## src/rx_stats_pkg.sv

```systemverilog
// Package of offsets, field layouts and constants for the receive statistics and PCS identity bank
package rx_stats_pkg;

  localparam int          DATA_W          = 32;
  localparam int          ADDR_W          = 16;
  localparam int          ERR_CNT_W       = 10;
  localparam int          DROP_CNT_W      = 32;
  localparam int          PCS_REG_W       = 16;

  // Memory map selectors on the register port
  localparam logic [3:0]  MAP_MAC         = 4'h1;
  localparam logic [3:0]  MAP_PCS         = 4'h2;

  // MAC map offsets
  localparam logic [15:0] OFS_MISALIGNED  = 16'h0050;
  localparam logic [15:0] OFS_OVERRUN     = 16'h0051;
  localparam logic [15:0] OFS_FILTERED    = 16'h0052;

  // PHY-PCS map offsets
  localparam logic [15:0] OFS_DEV_PKG_LO  = 16'h0005;
  localparam logic [15:0] OFS_DEV_PKG_HI  = 16'h0006;

  // Devices-in-package field positions
  localparam int          BIT_STD_REGS    = 0;
  localparam int          BIT_MEDIUM_SUB  = 1;
  localparam int          BIT_CODING_SUB  = 3;

  localparam logic [15:0] DEV_PKG_HI_VAL  = 16'h0000;
  localparam logic [31:0] READ_ZERO       = 32'h0000_0000;

endpackage : rx_stats_pkg

```

## src/sat_clr_counter.sv

```systemverilog
// Saturating counter with clear on read where a simultaneous event survives as one
`timescale 1ns/10ps
module sat_clr_counter #(
  parameter int W = 10
) (
  input  wire logic         clk_sys,
  input  wire logic         rst,
  input  wire logic         event_in,
  input  wire logic         clear_in,
  output logic [W-1:0]      count_q
);

  localparam logic [W-1:0] ONE     = {{(W-1){1'b0}}, 1'b1};
  localparam logic [W-1:0] ALL_ONE = {W{1'b1}};
  localparam logic [W-1:0] ZERO    = {W{1'b0}};

  always_ff @(posedge clk_sys) begin
    if (rst) begin
      count_q <= ZERO;
    end else if (clear_in) begin
      count_q <= event_in ? ONE : ZERO;
    end else if (event_in && count_q != ALL_ONE) begin
      count_q <= count_q + ONE;
    end
  end

endmodule : sat_clr_counter

```

## src/rx_error_stats.sv

```systemverilog
// Receive error statistics and PHY-PCS identity registers behind the register port
`timescale 1ns/10ps

// Function
// - Count frames dropped for non-byte length
// - Ten-bit counters saturate at all ones
// - Read returns count then clears it
// - Count frames aborted by buffer overflow
// - Overflow frames still count as received
// - Count address-filtered discards in 32 bits
// - Filter count includes mask, broadcast, multicast
// - Filter counter saturates, never wraps
// - Filtered frames still count as received
// - Every register transfer carries 32 bits
// - PCS map registers are 16 bits
// - PCS upper bytes read zero, unwritable
// - Devices register bit 3 reads one
// - Bit 1 one; bits 15:4, 2 zero
// - Devices register bit 0 reads one
// - Second devices register reads all zero
module rx_error_stats #(
  parameter int ERR_W  = rx_stats_pkg::ERR_CNT_W,
  parameter int DROP_W = rx_stats_pkg::DROP_CNT_W
) (
  input  wire logic        clk_sys,
  input  wire logic        rst,
  input  wire logic        misaligned_frame_drops,
  input  wire logic        rx_buffer_overrun_aborts,
  input  wire logic        filter_value_mask_miss,
  input  wire logic        broadcast_suppress_hit,
  input  wire logic        multicast_suppress_hit,
  input  wire logic        reg_rd_en,
  input  wire logic        reg_wr_en,
  input  wire logic [3:0]  reg_map,
  input  wire logic [15:0] reg_addr,
  input  wire logic [31:0] reg_wdata,
  output logic [31:0]      reg_rdata_q,
  output logic             reg_rd_valid_q,
  output logic             reg_hit_q,
  output logic             rx_ok_credit
);

  // One code per mapped register; anything else decodes to none
  typedef enum {
    SEL_MISALIGNED,
    SEL_OVERRUN,
    SEL_FILTERED,
    SEL_DEV_PKG_LO,
    SEL_DEV_PKG_HI,
    SEL_NONE
  } reg_sel_e;

  logic [ERR_W-1:0]  misaligned_q;
  logic [ERR_W-1:0]  overrun_q;
  logic [DROP_W-1:0] filtered_q;
  logic              address_filter_discards;
  logic              clr_misaligned;
  logic              clr_overrun;
  logic              clr_filtered;
  logic [31:0]       rdata_d;
  logic              hit_d;
  reg_sel_e          acc_sel;
  wire logic [rx_stats_pkg::PCS_REG_W-1:0] dev_pkg_lo;

  function automatic logic sel(input logic [3:0] map, input logic [15:0] addr,
                               input logic [3:0] want_map, input logic [15:0] want_addr);
    sel = (map == want_map) && (addr == want_addr);
  endfunction : sel

  function automatic logic [31:0] pad_pcs(input logic [15:0] v);
    pad_pcs = {16'h0000, v};
  endfunction : pad_pcs

  // Single decode shared by the clear strobes, the read mux and the hit flag
  function automatic reg_sel_e decode(input logic [3:0] map, input logic [15:0] addr);
    decode = SEL_NONE;
    if (sel(map, addr, rx_stats_pkg::MAP_MAC, rx_stats_pkg::OFS_MISALIGNED)) begin
      decode = SEL_MISALIGNED;
    end else if (sel(map, addr, rx_stats_pkg::MAP_MAC, rx_stats_pkg::OFS_OVERRUN)) begin
      decode = SEL_OVERRUN;
    end else if (sel(map, addr, rx_stats_pkg::MAP_MAC, rx_stats_pkg::OFS_FILTERED)) begin
      decode = SEL_FILTERED;
    end else if (sel(map, addr, rx_stats_pkg::MAP_PCS, rx_stats_pkg::OFS_DEV_PKG_LO)) begin
      decode = SEL_DEV_PKG_LO;
    end else if (sel(map, addr, rx_stats_pkg::MAP_PCS, rx_stats_pkg::OFS_DEV_PKG_HI)) begin
      decode = SEL_DEV_PKG_HI;
    end
  endfunction : decode

  // Presence bits of the first devices-in-package word; all other bits read zero
  for (genvar b = 0; b < rx_stats_pkg::PCS_REG_W; b++) begin : g_dev_lo
    if (b == rx_stats_pkg::BIT_CODING_SUB) begin : g_coding
      assign dev_pkg_lo[b] = 1'b1;
    end else if (b == rx_stats_pkg::BIT_MEDIUM_SUB) begin : g_medium
      assign dev_pkg_lo[b] = 1'b1;
    end else if (b == rx_stats_pkg::BIT_STD_REGS) begin : g_std
      assign dev_pkg_lo[b] = 1'b1;
    end else begin : g_zero
      assign dev_pkg_lo[b] = 1'b0;
    end
  end

  // Any of the three filter rejections counts as one discard
  assign address_filter_discards = filter_value_mask_miss | broadcast_suppress_hit |
                                   multicast_suppress_hit;

  // Overflow and filtered frames are not withheld from the received-ok tally
  assign rx_ok_credit = rx_buffer_overrun_aborts | address_filter_discards;

  // Clearing follows a read only; writes never reach a counter
  assign acc_sel        = decode(reg_map, reg_addr);
  assign clr_misaligned = reg_rd_en && (acc_sel == SEL_MISALIGNED);
  assign clr_overrun    = reg_rd_en && (acc_sel == SEL_OVERRUN);
  assign clr_filtered   = reg_rd_en && (acc_sel == SEL_FILTERED);

  sat_clr_counter #(.W(ERR_W)) u_misaligned (
    .clk_sys  (clk_sys),
    .rst      (rst),
    .event_in (misaligned_frame_drops),
    .clear_in (clr_misaligned),
    .count_q  (misaligned_q)
  );

  sat_clr_counter #(.W(ERR_W)) u_overrun (
    .clk_sys  (clk_sys),
    .rst      (rst),
    .event_in (rx_buffer_overrun_aborts),
    .clear_in (clr_overrun),
    .count_q  (overrun_q)
  );

  sat_clr_counter #(.W(DROP_W)) u_filtered (
    .clk_sys  (clk_sys),
    .rst      (rst),
    .event_in (address_filter_discards),
    .clear_in (clr_filtered),
    .count_q  (filtered_q)
  );

  // Read mux: value seen is the count before the clear takes effect
  always_comb begin
    rdata_d = rx_stats_pkg::READ_ZERO;
    hit_d   = 1'b1;
    unique case (acc_sel)
      SEL_MISALIGNED: begin
        rdata_d = 32'(misaligned_q);
      end
      SEL_OVERRUN: begin
        rdata_d = 32'(overrun_q);
      end
      SEL_FILTERED: begin
        rdata_d = 32'(filtered_q);
      end
      SEL_DEV_PKG_LO: begin
        rdata_d = pad_pcs(dev_pkg_lo);
      end
      SEL_DEV_PKG_HI: begin
        rdata_d = pad_pcs(rx_stats_pkg::DEV_PKG_HI_VAL);
      end
      SEL_NONE: begin
        hit_d = 1'b0;
      end
    endcase
  end

  // Answer strobe one cycle after the read strobe
  always_ff @(posedge clk_sys) begin
    if (rst) begin
      reg_rd_valid_q <= 1'b0;
    end else begin
      reg_rd_valid_q <= reg_rd_en;
    end
  end

  // Full 32-bit word captured on the read strobe and held until the next read
  always_ff @(posedge clk_sys) begin
    if (rst) begin
      reg_rdata_q <= rx_stats_pkg::READ_ZERO;
    end else if (reg_rd_en) begin
      reg_rdata_q <= rdata_d;
    end
  end

  // Hit flag reports decode of the last read or write; write data is
  // ignored on purpose since nothing in this bank is writable
  always_ff @(posedge clk_sys) begin
    if (rst) begin
      reg_hit_q <= 1'b0;
    end else if (reg_rd_en || reg_wr_en) begin
      reg_hit_q <= hit_d;
    end
  end

endmodule : rx_error_stats

```

## config.mk

```make
export PLATFORM = sky130hd
export DESIGN_NAME = rx_error_stats
export DESIGN_NICKNAME = d
export VERILOG_FILES = /design/src/rx_stats_pkg.sv /design/src/sat_clr_counter.sv /design/src/rx_error_stats.sv
export SDC_FILE = /design/constraint.sdc
export NUM_CORES = 1
export LEC_CHECK = 0
export BUFFER_PORTS_ARGS = -buffer_cell sky130_fd_sc_hd__buf_4
export CORE_MARGIN = 4
export CORE_UTILIZATION = 48
export CTS_BUF_LIST = sky130_fd_sc_hd__clkbuf_4
export DETAILED_ROUTE_END_ITERATION = 8
export HOLD_SLACK_MARGIN = 0.06
export PLACE_DENSITY = 0.68
export SLEW_MARGIN = 20
export SYNTH_ARGS = -nofsm -noshare
export SYNTH_HDL_FRONTEND = slang
export SYNTH_SLANG_ARGS = --single-unit
```

## constraint.sdc

```tcl
create_clock -name clk_sys -period 3.1 [get_ports clk_sys]
set_input_delay 0 -clock clk_sys [delete_from_list [all_inputs] [get_ports clk_sys]]
set_output_delay 0 -clock clk_sys [all_outputs]
set_load 0.03 [all_outputs]
```

# Word level (Yosys, flattened, before mapping)
# Index checks and enable logic that the tools add are counted.
# totals
register_bits	86
latchBits	0
ram_bits	0
rom_bits	0
inputBits	61
elab_cells	61
mem_count	0
# op_classes
n_addsub	3
multipliers	0
div	0
n_lt_le_gt_ge	0
n_eq_ne	16
shifts	0
muxes	16
bitwise_logic	3
reduce_logical	17
# ops
op	n
32-bit case mux with 4 select lines	1
32-bit by 2-bit == test with 1-bit output, second input constant	3
32-bit by 3-bit == test with 1-bit output, second input constant	2
32-bit logical NOT	2
32-bit 2-to-1 mux	2
16-bit by 7-bit == test with 1-bit output, second input constant	3
10-bit 2-to-1 mux	4
32-bit by 1-bit adder with 32-bit output, second input constant	1
16-bit by 3-bit == test with 1-bit output, second input constant	2
32-bit by 1-bit == test with 1-bit output, second input constant	1
32-bit != test, second input constant	1
10-bit by 1-bit adder with 10-bit output, second input constant	2
10-bit != test, second input constant	2
3-bit 2-to-1 mux	4
1-bit logical AND	11
2-bit nonzero test	3
1-bit 2-to-1 mux	5
4-bit by 1-bit == test with 1-bit output, second input constant	1
4-bit by 2-bit == test with 1-bit output, second input constant	1
1-bit OR	3
1-bit logical OR	1

# Logic depth before layout (Yosys ltp)
# Gate-level depths: netlist of the first run.
# depth
ltp_word	10
depth_mapped	7
depth_no_buf	6

# Modules after synthesis
# A second synthesis of the first run with hierarchy kept.
# unflattened
hier_cells	472
area_unflattened_um2	4322.9
# modules_own_cells
module	n_inst	cells_per_inst	area_each_um2	seq_area_each_um2
sat_clr_counter (u_filtered)	1	206	1746.7	640.6
rx_error_stats	1	150	1552.7	680.7
sat_clr_counter (u_misaligned ...)	2	58	511.7	200.2

# Least setup slack after synthesis of the first run
# Ideal clock, no wire load.
# synth_path
kind	reg2reg
from	register u_filtered.count_q[0]
to	register u_filtered.count_q[10]
arrival_time_ps	1723
slack_ps	1307
path_stages_with_launch	7
path_cell_list	dfxtp_1 ha_1 nand3_1 nand2b_1 clkbuf_1 or4_2 a21oi_1
# synth_between
elab_chain_cells	3
elab_cells_between_ends	6
cone_classes	add/sub: 1; eq/ne: 1; mux: 2; reduce/logical: 2
# synth_rtl
item	line	source
start: declaration	sat_clr_counter.sv:10	output logic [W-1:0] count_q
start signal: assignment	sat_clr_counter.sv:21	count_q <= event_in ? ONE : ZERO;
start signal: assignment	sat_clr_counter.sv:23	count_q <= count_q + ONE;
32-bit by 1-bit adder with 32-bit output or 32-bit != test (tied branches)	sat_clr_counter.sv:23, sat_clr_counter.sv:22	
32-bit 2-to-1 mux or 1-bit logical AND (tied branches)	sat_clr_counter.sv:22	end else if (event_in && count_q != ALL_ONE) begin
32-bit 2-to-1 mux or 2-bit nonzero test (tied branches)	--	
# Parallel ways exist; a longest one is shown, timed or not. The select of a mux whose other input is x is not followed.
# A chain may end at the register's enable or synchronous reset.

# Worst setup path in the final report of the first run
# layout_path
from	register u_filtered.count_q[0]
to	register u_filtered.count_q[6]
# The elaborated chain is that of the path after synthesis.

==> results.md, run 1 <==
- Run status: finished, final reports clean
- Synth Net Count: 569
- Multi-input logic area: 2349 µm²
- Filler cells: 814
- Post-synth top cells: 86 x dfxtp_1, 51 x a21oi_1, 51 x nor2_1
- Met3 wire len: 605 µm
- CTS Buffer Depth: 2
- Fin cells: approximately 680
- Fmax: around 450 MHz
- Met1 wire length: a little under 5000 µm
- R2R depth: 6
- Buffers and inverters on the worst path: 0
- Clk pwr share: 31.4%
- Register area: 1722 µm²
- Clk_lat worst skew: 0.44 ns
- DPL Wire Length: slightly above 7000 µm
- First-pass GRT wire length: between 15000 and 20000 µm
- Flop pwr share: 61.9%
- Top-count cell post-synth: dfxtp_1
- Critical path endpoint category: register
- CP top delay family: simple AND/OR/NAND/NOR gates
- Yosys Warn Count: 0
- Hold EP: u_overrun.count_q[0]
- I/O Buffers: 63
- Initial drt markers: 184
- CP Cell Sequence: ha_1 -> nand3_1 -> nor3_1 -> a31o_2 -> or3_2 -> a21oi_1
- Largest net degree at the start of global routing: 36
- Peak supply drop: 0.0001760 V
- Initial core utilization: 50.29%
- Core Area: roughly 8300 µm²
- Routed length on met2: 4664 µm
- Number of gates resized after CTS: 0
- Final RePlAce weighted congestion: approximately 0.80
- # rows: 33
- Fin. Hold Viols: 0
- Nets: about 630
- Post-CTS Setup Repair Bufs: 0
- Hold WS: 0.08445 ns
- Initial antenna violation count: 0
- Routed length per placed instance: 15.06 µm
- Pins Over Slew Limit: 0
- Via/cell ratio: between 5 and 6
- # diodes: 0
- Unrepaired setup endpoints after global routing: false
- PD cells: 368.5 nW/µm²
- Internal power: ~0.0013 W
- Num CTS Buffers: 9
- Die Footprint: about 10000 µm²
- CTS tree: done
- Critical-path top delay cell: a31o_2
- GRT overflow: 0
- Max stage delay on crit path: 0.58 ns
- Sequential share of the synthesized area: 41.05%
- Vias in the first global route: around 3800
- Mapped Area: 4194 µm²
- Max Cap Viol: 0
- Ys flop type: dfxtp_1
- Cells after Synth: 505
- Chip height: 101.5 µm
- Lkg Pwr: 1.842 nW
- Area growth syn-to-layout: 17.66%
- WS Path Type: reg2reg
- Setup TNS: 0 ns
- Clock transition at path regs: 0.13 ns
- Root Buffer: clkbuf_4
- 1st-pass router iterations: 4
- Post-layout min period: 2.215 ns
- CTS sink cnt: 86
- Sw Ratio: 26.36%
- Total Wirelength: 10190 µm
- H-tree depth: 3
- Yosys top cell area share: around 41%
- CP Max Fanout: 32
- Worst Hold Class: in2reg
- Critical Path Start Type: register
- Max-slew headroom: ~38%
- Skew final: 0.01502 ns
- Inst Count DP: 649
- Drt drc: 0
- Highest routed layer: met4
- R2R Path End: u_filtered.count_q[6]
- Hold Startpoint: reg_map[1]
- Hold Path Depth: 5
- Worst-Margin Slew: 0.9325 ns
- RR Startpoint: u_filtered.count_q[0]
- I/O pins: 96
- Yosys cell types: 54
- Post-synthesis async set-or-reset flop share: 0%
- R2R setup slack: 0.89 ns
- Area leader, netlist: dfxtp_1
- CP Data Arrival Time: approximately 2.5 ns
- Die width: 101.5 µm
- Share of cells above drive strength 1: 16.26%
- Avg Inst Size Synth: 8.305 µm²
- Gate power share: 6.8%
- Top cells by area, synth: dfxtp_1 41%, a21oi_1 6.1%, nor2_1 4.6%, nor2b_1 3.9%, nand2_1 3.6%
- EDFF count, synth: 0
- Routed Antenna Nets: 0
- Net Sw Power: between 0.0004 and 0.0005 W
- Total number of vias: ~4000
- Flop and latch count out of synthesis: 86
- Worst Path Required: 3.39 ns
- Final setup fails: 0
- Final worst path period share: a little under three quarters
- GR Util All Layers: roughly a fifth
-- cells in the final DEF, fill, tap and decap left out, types with 3 or more instances in the layout --
master and count:
a21oi_1 51, a221o_1 3, a22o_1 7, a31oi_1 3, and2_1 6, and3_1 5
and4_1 9, buf_4 64, clkbuf_4 10, clkinvlp_4 3, dfxtp_1 86, dlygate4sd3_1 12
ha_1 3, inv_1 5, mux2i_1 14, nand2_1 40, nand2b_1 7, nand3_1 20
nand4_1 21, nor2_1 51, nor2b_1 26, nor3_1 9, nor4_1 6, o211ai_1 3
o21ai_0 23, o21ai_1 8, o31ai_1 5, or3_1 21, or4_1 5, xnor2_1 8
xor2_1 7
-- stage by stage --
stage / setup WS (ns) / utilization, % / total power, W / instance area (µm²)
3_5_place_dp: 0.9586 / 56.36 / 0.001261 / 4701
4_1_cts: 0.9070 / 59.17 / 0.001838 / 4935
6_report: 0.8851 / 59.17 / 0.001818 / 4935
3_3_place_gp: 0.9842 / 56.36 / 0.001257 / 4701
2_1_floorplan: 1.307 / - / 0.001208 / 4194
5_1_grt: 0.6640 / 59.17 / 0.001891 / 4935
-- cell families after synthesis --
| kind of cell | after synthesis | share of synthesized area (%) |
|---|---|---|
| AOI/OAI and AO/OA | 112 | 15.66 |
| xor gates and xnor gates | 15 | 3.133 |
| adders and majority gates | 3 | 0.8951 |
| buffers and inverters | 30 | 2.953 |
| DFF | 86 | 41.05 |
| muxes | 14 | 3.341 |
| and+or+nand+nor | 245 | 32.97 |
-- what timing repair did --
item                                   in CTS  in global routing
setup endpoints to repair                   0                  0
endpoints found under the hold margin      38                  0
hold buffers                               12                  0
-- worst max-delay path by stage --
stage,startpoint,endpoint,slack (ns),cells past startpoint
floorplan,u_filtered.count_q[0],u_filtered.count_q[10],1.31,6
global placement,u_filtered.count_q[0],u_filtered.count_q[10],0.98,6
detailed placement,u_filtered.count_q[0],u_filtered.count_q[6],0.96,6
CTS,u_filtered.count_q[0],u_filtered.count_q[12],0.91,6
global route,u_filtered.count_q[0],u_filtered.count_q[12],0.66,6
finish,u_filtered.count_q[0],u_filtered.count_q[6],0.89,6
-- metal layers --
layer	vias up	track usage [%]
met2	108	33.40
met3	11	4.063
li1	1959	-
met4	0	6.851
met1	1855	29.39
met5	-	0
-- power groups by stage --
stage	registers (W)	logic, W	clock network, W
3_3_place_gp	0.00115	0.000109	0
3_5_place_dp	0.00115	0.000112	0
5_1_grt	0.00113	0.000138	0.000626
6_report	0.00112	0.000123	0.000571
4_1_cts	0.00112	0.000124	0.000590
2_1_floorplan	0.00115	0.0000609	0
-- flip-flops by register name, indices dropped and copies added, names as in the netlist --
register,count
u_misaligned.count_q,10
u_overrun.count_q,10
u_filtered.count_q,32
reg_hit_q,1
reg_rdata_q,32
reg_rd_valid_q,1
-- tightest hold or removal path, delay by kind of cell --
kind	cells	cell delay, ns
AOI/OAI and AO/OA	1	0.15
buffers and inverters	1	0.09
and+or+nand+nor	3	0.25
-- final cells by class --
cell class | instances | area share, %
clock buffers | 10 | 1.521
clock inverters | 6 | 0.7860
inverters | 5 | 0.3803
multi-input cells | 389 | 47.59
flip-flops and latches | 86 | 34.89
well taps | 105 | 2.662
repair buffers | 76 | 12.17
No activity file was read; power rests on OpenSTA's default activity.
==> inputs of run 2 (changes only) <==
--- a/config.mk
+++ b/config.mk
@@ -5,13 +5,14 @@
 export SDC_FILE = /design/constraint.sdc
 export NUM_CORES = 1
 export LEC_CHECK = 0
+export ABC_AREA = 1
 export BUFFER_PORTS_ARGS = -buffer_cell sky130_fd_sc_hd__buf_4
 export CORE_MARGIN = 4
 export CORE_UTILIZATION = 48
 export CTS_BUF_LIST = sky130_fd_sc_hd__clkbuf_4
 export DETAILED_ROUTE_END_ITERATION = 8
 export HOLD_SLACK_MARGIN = 0.06
-export PLACE_DENSITY = 0.68
+export PLACE_DENSITY = 0.67
 export SLEW_MARGIN = 20
 export SYNTH_ARGS = -nofsm -noshare
 export SYNTH_HDL_FRONTEND = slang
==> constraint.sdc (replaced) <==
create_clock -name clk_sys -period 2.05 [get_ports clk_sys]
set_input_delay 0 -clock clk_sys [delete_from_list [all_inputs] [get_ports clk_sys]]
set_output_delay 0 -clock clk_sys [all_outputs]
set_load 0.03 [all_outputs]
==> results.md, run 2 <==
- First-pass GRT wire length: 20660 µm
- Largest net degree at the start of global routing: 49
- Final setup fails: 0
- CTS sink cnt: 86
- GRT met1 Usage: 25.46%
- PD cells: about 550 nW/µm²
- Critical path endpoint category: register
- # rows: 35
- Multi-input logic area: around 2600 µm²
- Setup TNS: 0 ns
- Avg Inst Size Synth: 6.432 µm²
- Yosys Warn Count: 0
- # diodes: 0
- Max Cap Viol: 0
- GRT overflow: 0
- Cells after Synth: 717
- GR Util All Layers: 22.19%
- CP Data Arrival Time: 2.24 ns
- I/O Buffers: between 60 and 70
- Sequential share of the synthesized area: 37.33%
- Nets: 854
- Yosys top cell area share: 37.33%
- Worst-Margin Slew: about 0.54 ns
- Filler cells: 930
- Flop pwr share: 56.0%
- Yosys cell types: 33
- Mapped Area: around 4600 µm²
- GR met2 Demand/Resource: 41.89%
- Ys flop type: dfxtp_1
- Synth Net Count: 781
- Root Buffer: clkbuf_4
- CP Max Fanout: 11
- Max-slew headroom: 63.75%
- Worst Path Required: 2.37 ns
- Clock transition at path regs: about 0.14 ns
- Skew final: about 0.013 ns
- Chip height: 106.0 µm
- Flop and latch count out of synthesis: 86
- Unrepaired setup endpoints after global routing: false
- Fin cells: a little over 900
- Die Footprint: 11240 µm²
- Clk pwr share: a little over a third
- Share of cells above drive strength 1: approximately 15%
- WS Path Type: reg2reg
- Area leader, netlist: dfxtp_1
- Die width: 106.0 µm
- Peak supply drop: roughly 0.00031 V
- Post-layout min period: about 1.9 ns
- Critical-path top delay cell: dfxtp_2
- Drt drc: 0
- Fin. Hold Viols: 0
- Routed length per placed instance: 13.09 µm
- Gate power share: 7.4%
- Sw Ratio: between 20% and 30%
- CTS Buffer Depth: 2
- CP top delay family: simple AND/OR/NAND/NOR gates
- DPL Wire Length: between 8000 and 9000 µm
- Clk_lat worst skew: 0.43 ns
- Total number of vias: 4789
- Routed Antenna Nets: 0
- Inst Count DP: 897
- Max stage delay on crit path: approximately 0.38 ns
- Total Wirelength: 12080 µm
- Critical Path Start Type: register
- Via/cell ratio: 5.189
- Num CTS Buffers: 9
- Final RePlAce weighted congestion: 0.9368
- Internal power: 0.002281 W
- Buffers and inverters on the worst path: 1
- CTS tree: done
- Commonest non-fill, non-tap cell in the layout: nand2_1
- Post-synthesis async set-or-reset flop share: 0%
- GR Util met3: a little over 3%
- H-tree depth: 3
- Initial antenna violation count: 0
- Largest registers: reg_rdata_q: 32 flops, u_filtered.count_q: 32 flops
- Commonest non-fill, non-tap cells in the layout: 208 x nand2_1, 121 x nor2_1, 83 x dfxtp_1, 77 x buf_4, 64 x a21oi_1
- Initial core utilization: around half
- Vias in the first global route: 4556
- Top-count cell post-synth: nand2_1
- EDFF count, synth: 0
- Gr busiest metal: met2
- Run status: finished, final reports clean
- I/O pins: 96
- CP Cell Sequence: ha_1 -> nand2_1 -> nor2_1 -> nand2_1 -> nor2_4 -> nand2_2 -> nand2_4 -> nand2_8 -> buf_4 -> a21oi_1 -> nor2_1
- Pins Over Slew Limit: 0
- Net Sw Power: 0.0007578 W
- Initial drt markers: between 150 and 200
- Worst Hold Class: in2reg
- Fmax: ~520 MHz
- Core Area: between 9000 and 10000 µm²
- Post-CTS Setup Repair Bufs: 0
- Lkg Pwr: 2.122 nW
- Area growth syn-to-layout: 19.42%
- Final worst path period share: between 90% and 100%
- Top cells by area, synth: dfxtp_1 37%, nand2_1 17%, nor2_1 9.8%, a21oi_1 6.9%, nand4_1 5.8%
- Post-synth top cells: 208 x nand2_1, 121 x nor2_1, 86 x dfxtp_1
- 1st-pass router iterations: 4
- Register area: 1725 µm²
-- run 2: power groups by stage --
stage | Sequential, W | Combinational, W | Clock (W)
6_report | 0.00170 | 0.000224 | 0.00111
5_1_grt | 0.00171 | 0.000250 | 0.00123
4_1_cts | 0.00170 | 0.000222 | 0.00114
3_5_place_dp | 0.00174 | 0.000209 | 0
3_3_place_gp | 0.00174 | 0.000204 | 0
2_1_floorplan | 0.00174 | 0.000122 | 0
-- run 2: worst paths after layout --
kind                              start               endpoint  slack, ns  cells past startpoint
setup / recovery  u_filtered.count_q[0]  u_filtered.count_q[2]       0.13                     11
setup reg to reg  u_filtered.count_q[0]  u_filtered.count_q[2]       0.13                     11
hold reg to reg         reg_rdata_q[24]        reg_rdata_q[24]       0.47                      2
hold / removal               reg_map[0]         reg_rdata_q[1]       0.18                      6
-- run 2: metrics by stage --
| step | utilization [%] | hold WS, ns | power [W] | worst slack, ns | cell area, µm² |
|---|---|---|---|---|---|
| after floorplan | - | 0.1735 | 0.001859 | 0.4378 | 4612 |
| after global placement | 56.29 | 0.3117 | 0.001942 | 0.1572 | 5226 |
| after detailed placement | 56.29 | 0.3209 | 0.001946 | 0.08876 | 5226 |
| after CTS | 59.19 | 0.1535 | 0.003066 | 0.06315 | 5495 |
| after global routing | 59.33 | 0.1473 | 0.003183 | 0.0004061 | 5508 |
| final | 59.33 | 0.1776 | 0.003039 | 0.1335 | 5508 |
-- run 2: final cells by class --
type / count / share of cell area [%]
Timing Repair Buffer: 88 / 12.49
Clock inverter: 5 / 1.522
Clock buffer: 10 / 1.363
Inverter: 55 / 3.771
Tap cell: 129 / 2.930
Multi-Input combinational cell: 550 / 46.59
Sequential cell: 86 / 31.33
-- run 2: logic make-up (layout without fill, tap and decap cells) --
| kind of cell | Yosys count | after routing | share of synthesized area (%) |
|---|---|---|---|
| AOI/OAI and AO/OA | 85 | 85 | 9.414 |
| DFF | 86 | 86 | 37.33 |
| and+or+nand+nor | 448 | 448 | 42.57 |
| buffers and inverters | 81 | 158 | 7.216 |
| xor gates and xnor gates | 14 | 14 | 2.659 |
| adders and majority gates | 3 | 3 | 0.8140 |
-- run 2: worst reg2reg max path: stages (launching register included) --
cell	delay (ns)
dfxtp_2	0.38
ha_1	0.17
nand2_1	0.09
nor2_1	0.15
nand2_1	0.14
nor2_4	0.15
nand2_2	0.07
nand2_4	0.16
nand2_8	0.12
buf_4	0.17
a21oi_1	0.15
nor2_1	0.07
-- run 2: repair_timing --
item,in CTS,in global routing
gates resized for setup,0,4
hold buffers,11,0
endpoints found under the setup margin,0,14
hold endpoints to repair,52,0
-- run 2: routing by layer --
metal	wire length (µm)	part of all wire (%)
met2	6278	52
met5	0	0
met3	365	3.0
met4	174	1.4
met1	5266	44
==> inputs of run 3 (changes only) <==
--- a/config.mk
+++ b/config.mk
@@ -13,6 +13,8 @@
 export DETAILED_ROUTE_END_ITERATION = 8
 export HOLD_SLACK_MARGIN = 0.06
 export PLACE_DENSITY = 0.67
+export RECOVER_POWER = 50
+export SKIP_CTS_REPAIR_TIMING = 1
 export SLEW_MARGIN = 20
 export SYNTH_ARGS = -nofsm -noshare
 export SYNTH_HDL_FRONTEND = slang
==> constraint.sdc (replaced) <==
create_clock -name clk_sys -period 2.3 [get_ports clk_sys]
set_input_delay 0 -clock clk_sys [delete_from_list [all_inputs] [get_ports clk_sys]]
set_output_delay 0 -clock clk_sys [all_outputs]
set_load 0.03 [all_outputs]
==> results.md, run 3 (synthesis results as in run 2) <==
- Run status: finished, final reports clean
- Largest net degree at the start of global routing: 47
- 1st-pass router iterations: 5
- Largest registers: reg_rdata_q: 32 flops, u_filtered.count_q: 32 flops
- Initial core utilization: 49.68%
- GRT overflow: 0
- Skew final: about 0.011 ns
- Share of cells above drive strength 1: 9.645%
- R2R depth: 12
- Final setup fails: 0
- Core Area: a little over 9000 µm²
- Die width: 106.0 µm
- First-pass GRT wire length: ~21000 µm
- Most Frequent Cell on Critical Path: nor2_1
- WS Path Type: reg2reg
- I/O Buffers: 63
- Initial drt markers: 140
- Num CTS Buffers: 9
- PD cells: 533.6 nW/µm²
- Clock transition at path regs: 0.14 ns
- Critical-path top delay cell: dfxtp_1
- Fin. Hold Viols: 0
- Routed length per placed instance: 13.29 µm
- DPL Wire Length: 8934 µm
- Buffers and inverters on the worst path: 1
- Initial antenna violation count: 0
- Hold EP: u_filtered.count_q[0]
- CP Max Fanout: 15
- Pins Over Slew Limit: 0
- Max-slew headroom: a little over a third
- # rows: 35
- Final core occ: 57.30%
- Setup WS pre-CTS: around 0.083 ns
- Register area: 1722 µm²
- CTS tree: done
- RR Startpoint: u_filtered.count_q[0]
- Fmax: roughly 490 MHz
- Worst Path Required: 2.65 ns
- Post-route worst setup slack: ~0.27 ns
- R2R setup slack: 0.27 ns
- Final RePlAce weighted congestion: roughly 0.9
- Max stage delay on crit path: 0.42 ns
- Critical Path Start Type: register
- CP top delay family: simple AND/OR/NAND/NOR gates
- Final worst path period share: between 80% and 90%
- Vias in the first global route: roughly 4600
- Post-layout min period: 2.026 ns
- Hold Startpoint: filter_value_mask_miss
- Commonest non-fill, non-tap cell in the layout: nand2_1
- Critical path endpoint category: register
- CTS sink cnt: 86
- Unrepaired setup endpoints after global routing: false
- GR Util All Layers: 22.50%
- Chip height: 106.0 µm
- CP Cell Sequence: ha_1 -> nand2_1 -> nor2_1 -> nand2_1 -> nor2_4 -> nand2_2 -> nand2_4 -> nand2_4 -> clkinv_2 -> nor2_1 -> nor2_1 -> nor2_1
- Worst-Margin Slew: 0.9632 ns
- Multi-input logic area: 2544 µm²
- Peak supply drop: 0.0002958 V
- Die Footprint: 11240 µm²
- Max Cap Viol: 0
- R2R Path End: u_filtered.count_q[9]
- Routed Antenna Nets: 0
- Via/cell ratio: between 5 and 6
- Root Buffer: clkbuf_4
- Nets: 847
- Area growth syn-to-layout: 15.36%
- Worst Hold Class: in2reg
- H-tree depth: 3
- Clk_lat worst skew: 0.44 ns
- Filler cells: approximately 1000
- Hold Path Depth: 5
- Hold WS: roughly 0.026 ns
- Total Wirelength: 12190 µm
- Total number of vias: 4792
- Drt drc: 0
- Commonest non-fill, non-tap cells in the layout: 208 x nand2_1, 122 x nor2_1, 86 x dfxtp_1, 64 x a21oi_1, 51 x inv_1
- I/O pins: 96
- Lkg Pwr: 1.945 nW
- Setup TNS: 0 ns
- CP Data Arrival Time: 2.37 ns
- CTS Buffer Depth: 2
- # diodes: 0
[run 3: stage by stage]
step                      total power [W]  instances  instance area, µm²
after global routing             0.002942        917                5320
after global placement           0.001731        893                5196
after detailed placement         0.001734        893                5196
after CTS                        0.002848        909                5385
after floorplan                  0.001657        717                4612
final                            0.002839        917                5320
[run 3: final cells by class]
| cell class | instances | share of cell area (%) |
|---|---|---|
| inverter | 55 | 3.904 |
| clock buffer | 11 | 1.552 |
| sequential | 86 | 32.36 |
| clock inverter | 5 | 1.999 |
| tap | 129 | 3.034 |
| timing repair buffer | 81 | 9.337 |
| multi-input combinational | 550 | 47.81 |
[run 3: how the worst max path moves through the flow]
stage,end,cells after the start,slack (ns),from
2_1_floorplan,u_filtered.count_q[23],11,0.69,u_filtered.count_q[0]
3_3_place_gp,u_filtered.count_q[13],10,0.19,reg_addr[6]
3_5_place_dp,u_filtered.count_q[13],10,0.08,reg_addr[6]
4_1_cts,u_filtered.count_q[9],12,0.30,u_filtered.count_q[0]
5_1_grt,u_filtered.count_q[30],11,0.12,u_filtered.count_q[0]
6_report,u_filtered.count_q[9],12,0.27,u_filtered.count_q[0]
[run 3: per-layer routing]
metal	part of all wire, %	global-route usage, %	vias up
li1	-	-	2458
met2	51	41.48	96
met5	0	0	-
met3	2.9	2.914	28
met1	43	25.30	2210
met4	2.7	11.29	0
[run 3: power by group]
group | switching, W | total (W) | internal (W)
sequential | 0.0000138 | 0.00152 | 0.00150
combinational | 0.000120 | 0.000193 | 0.0000731
clock | 0.000550 | 0.00113 | 0.000579
[run 3: worst reg2reg max path, stage by stage, from the launching register on]
cell and delay, ns:
dfxtp_1 0.42, ha_1 0.19, nand2_1 0.10, nor2_1 0.14
nand2_1 0.14, nor2_4 0.17, nand2_2 0.08, nand2_4 0.15
nand2_4 0.17, clkinv_2 0.19, nor2_1 0.06, nor2_1 0.08
nor2_1 0.05
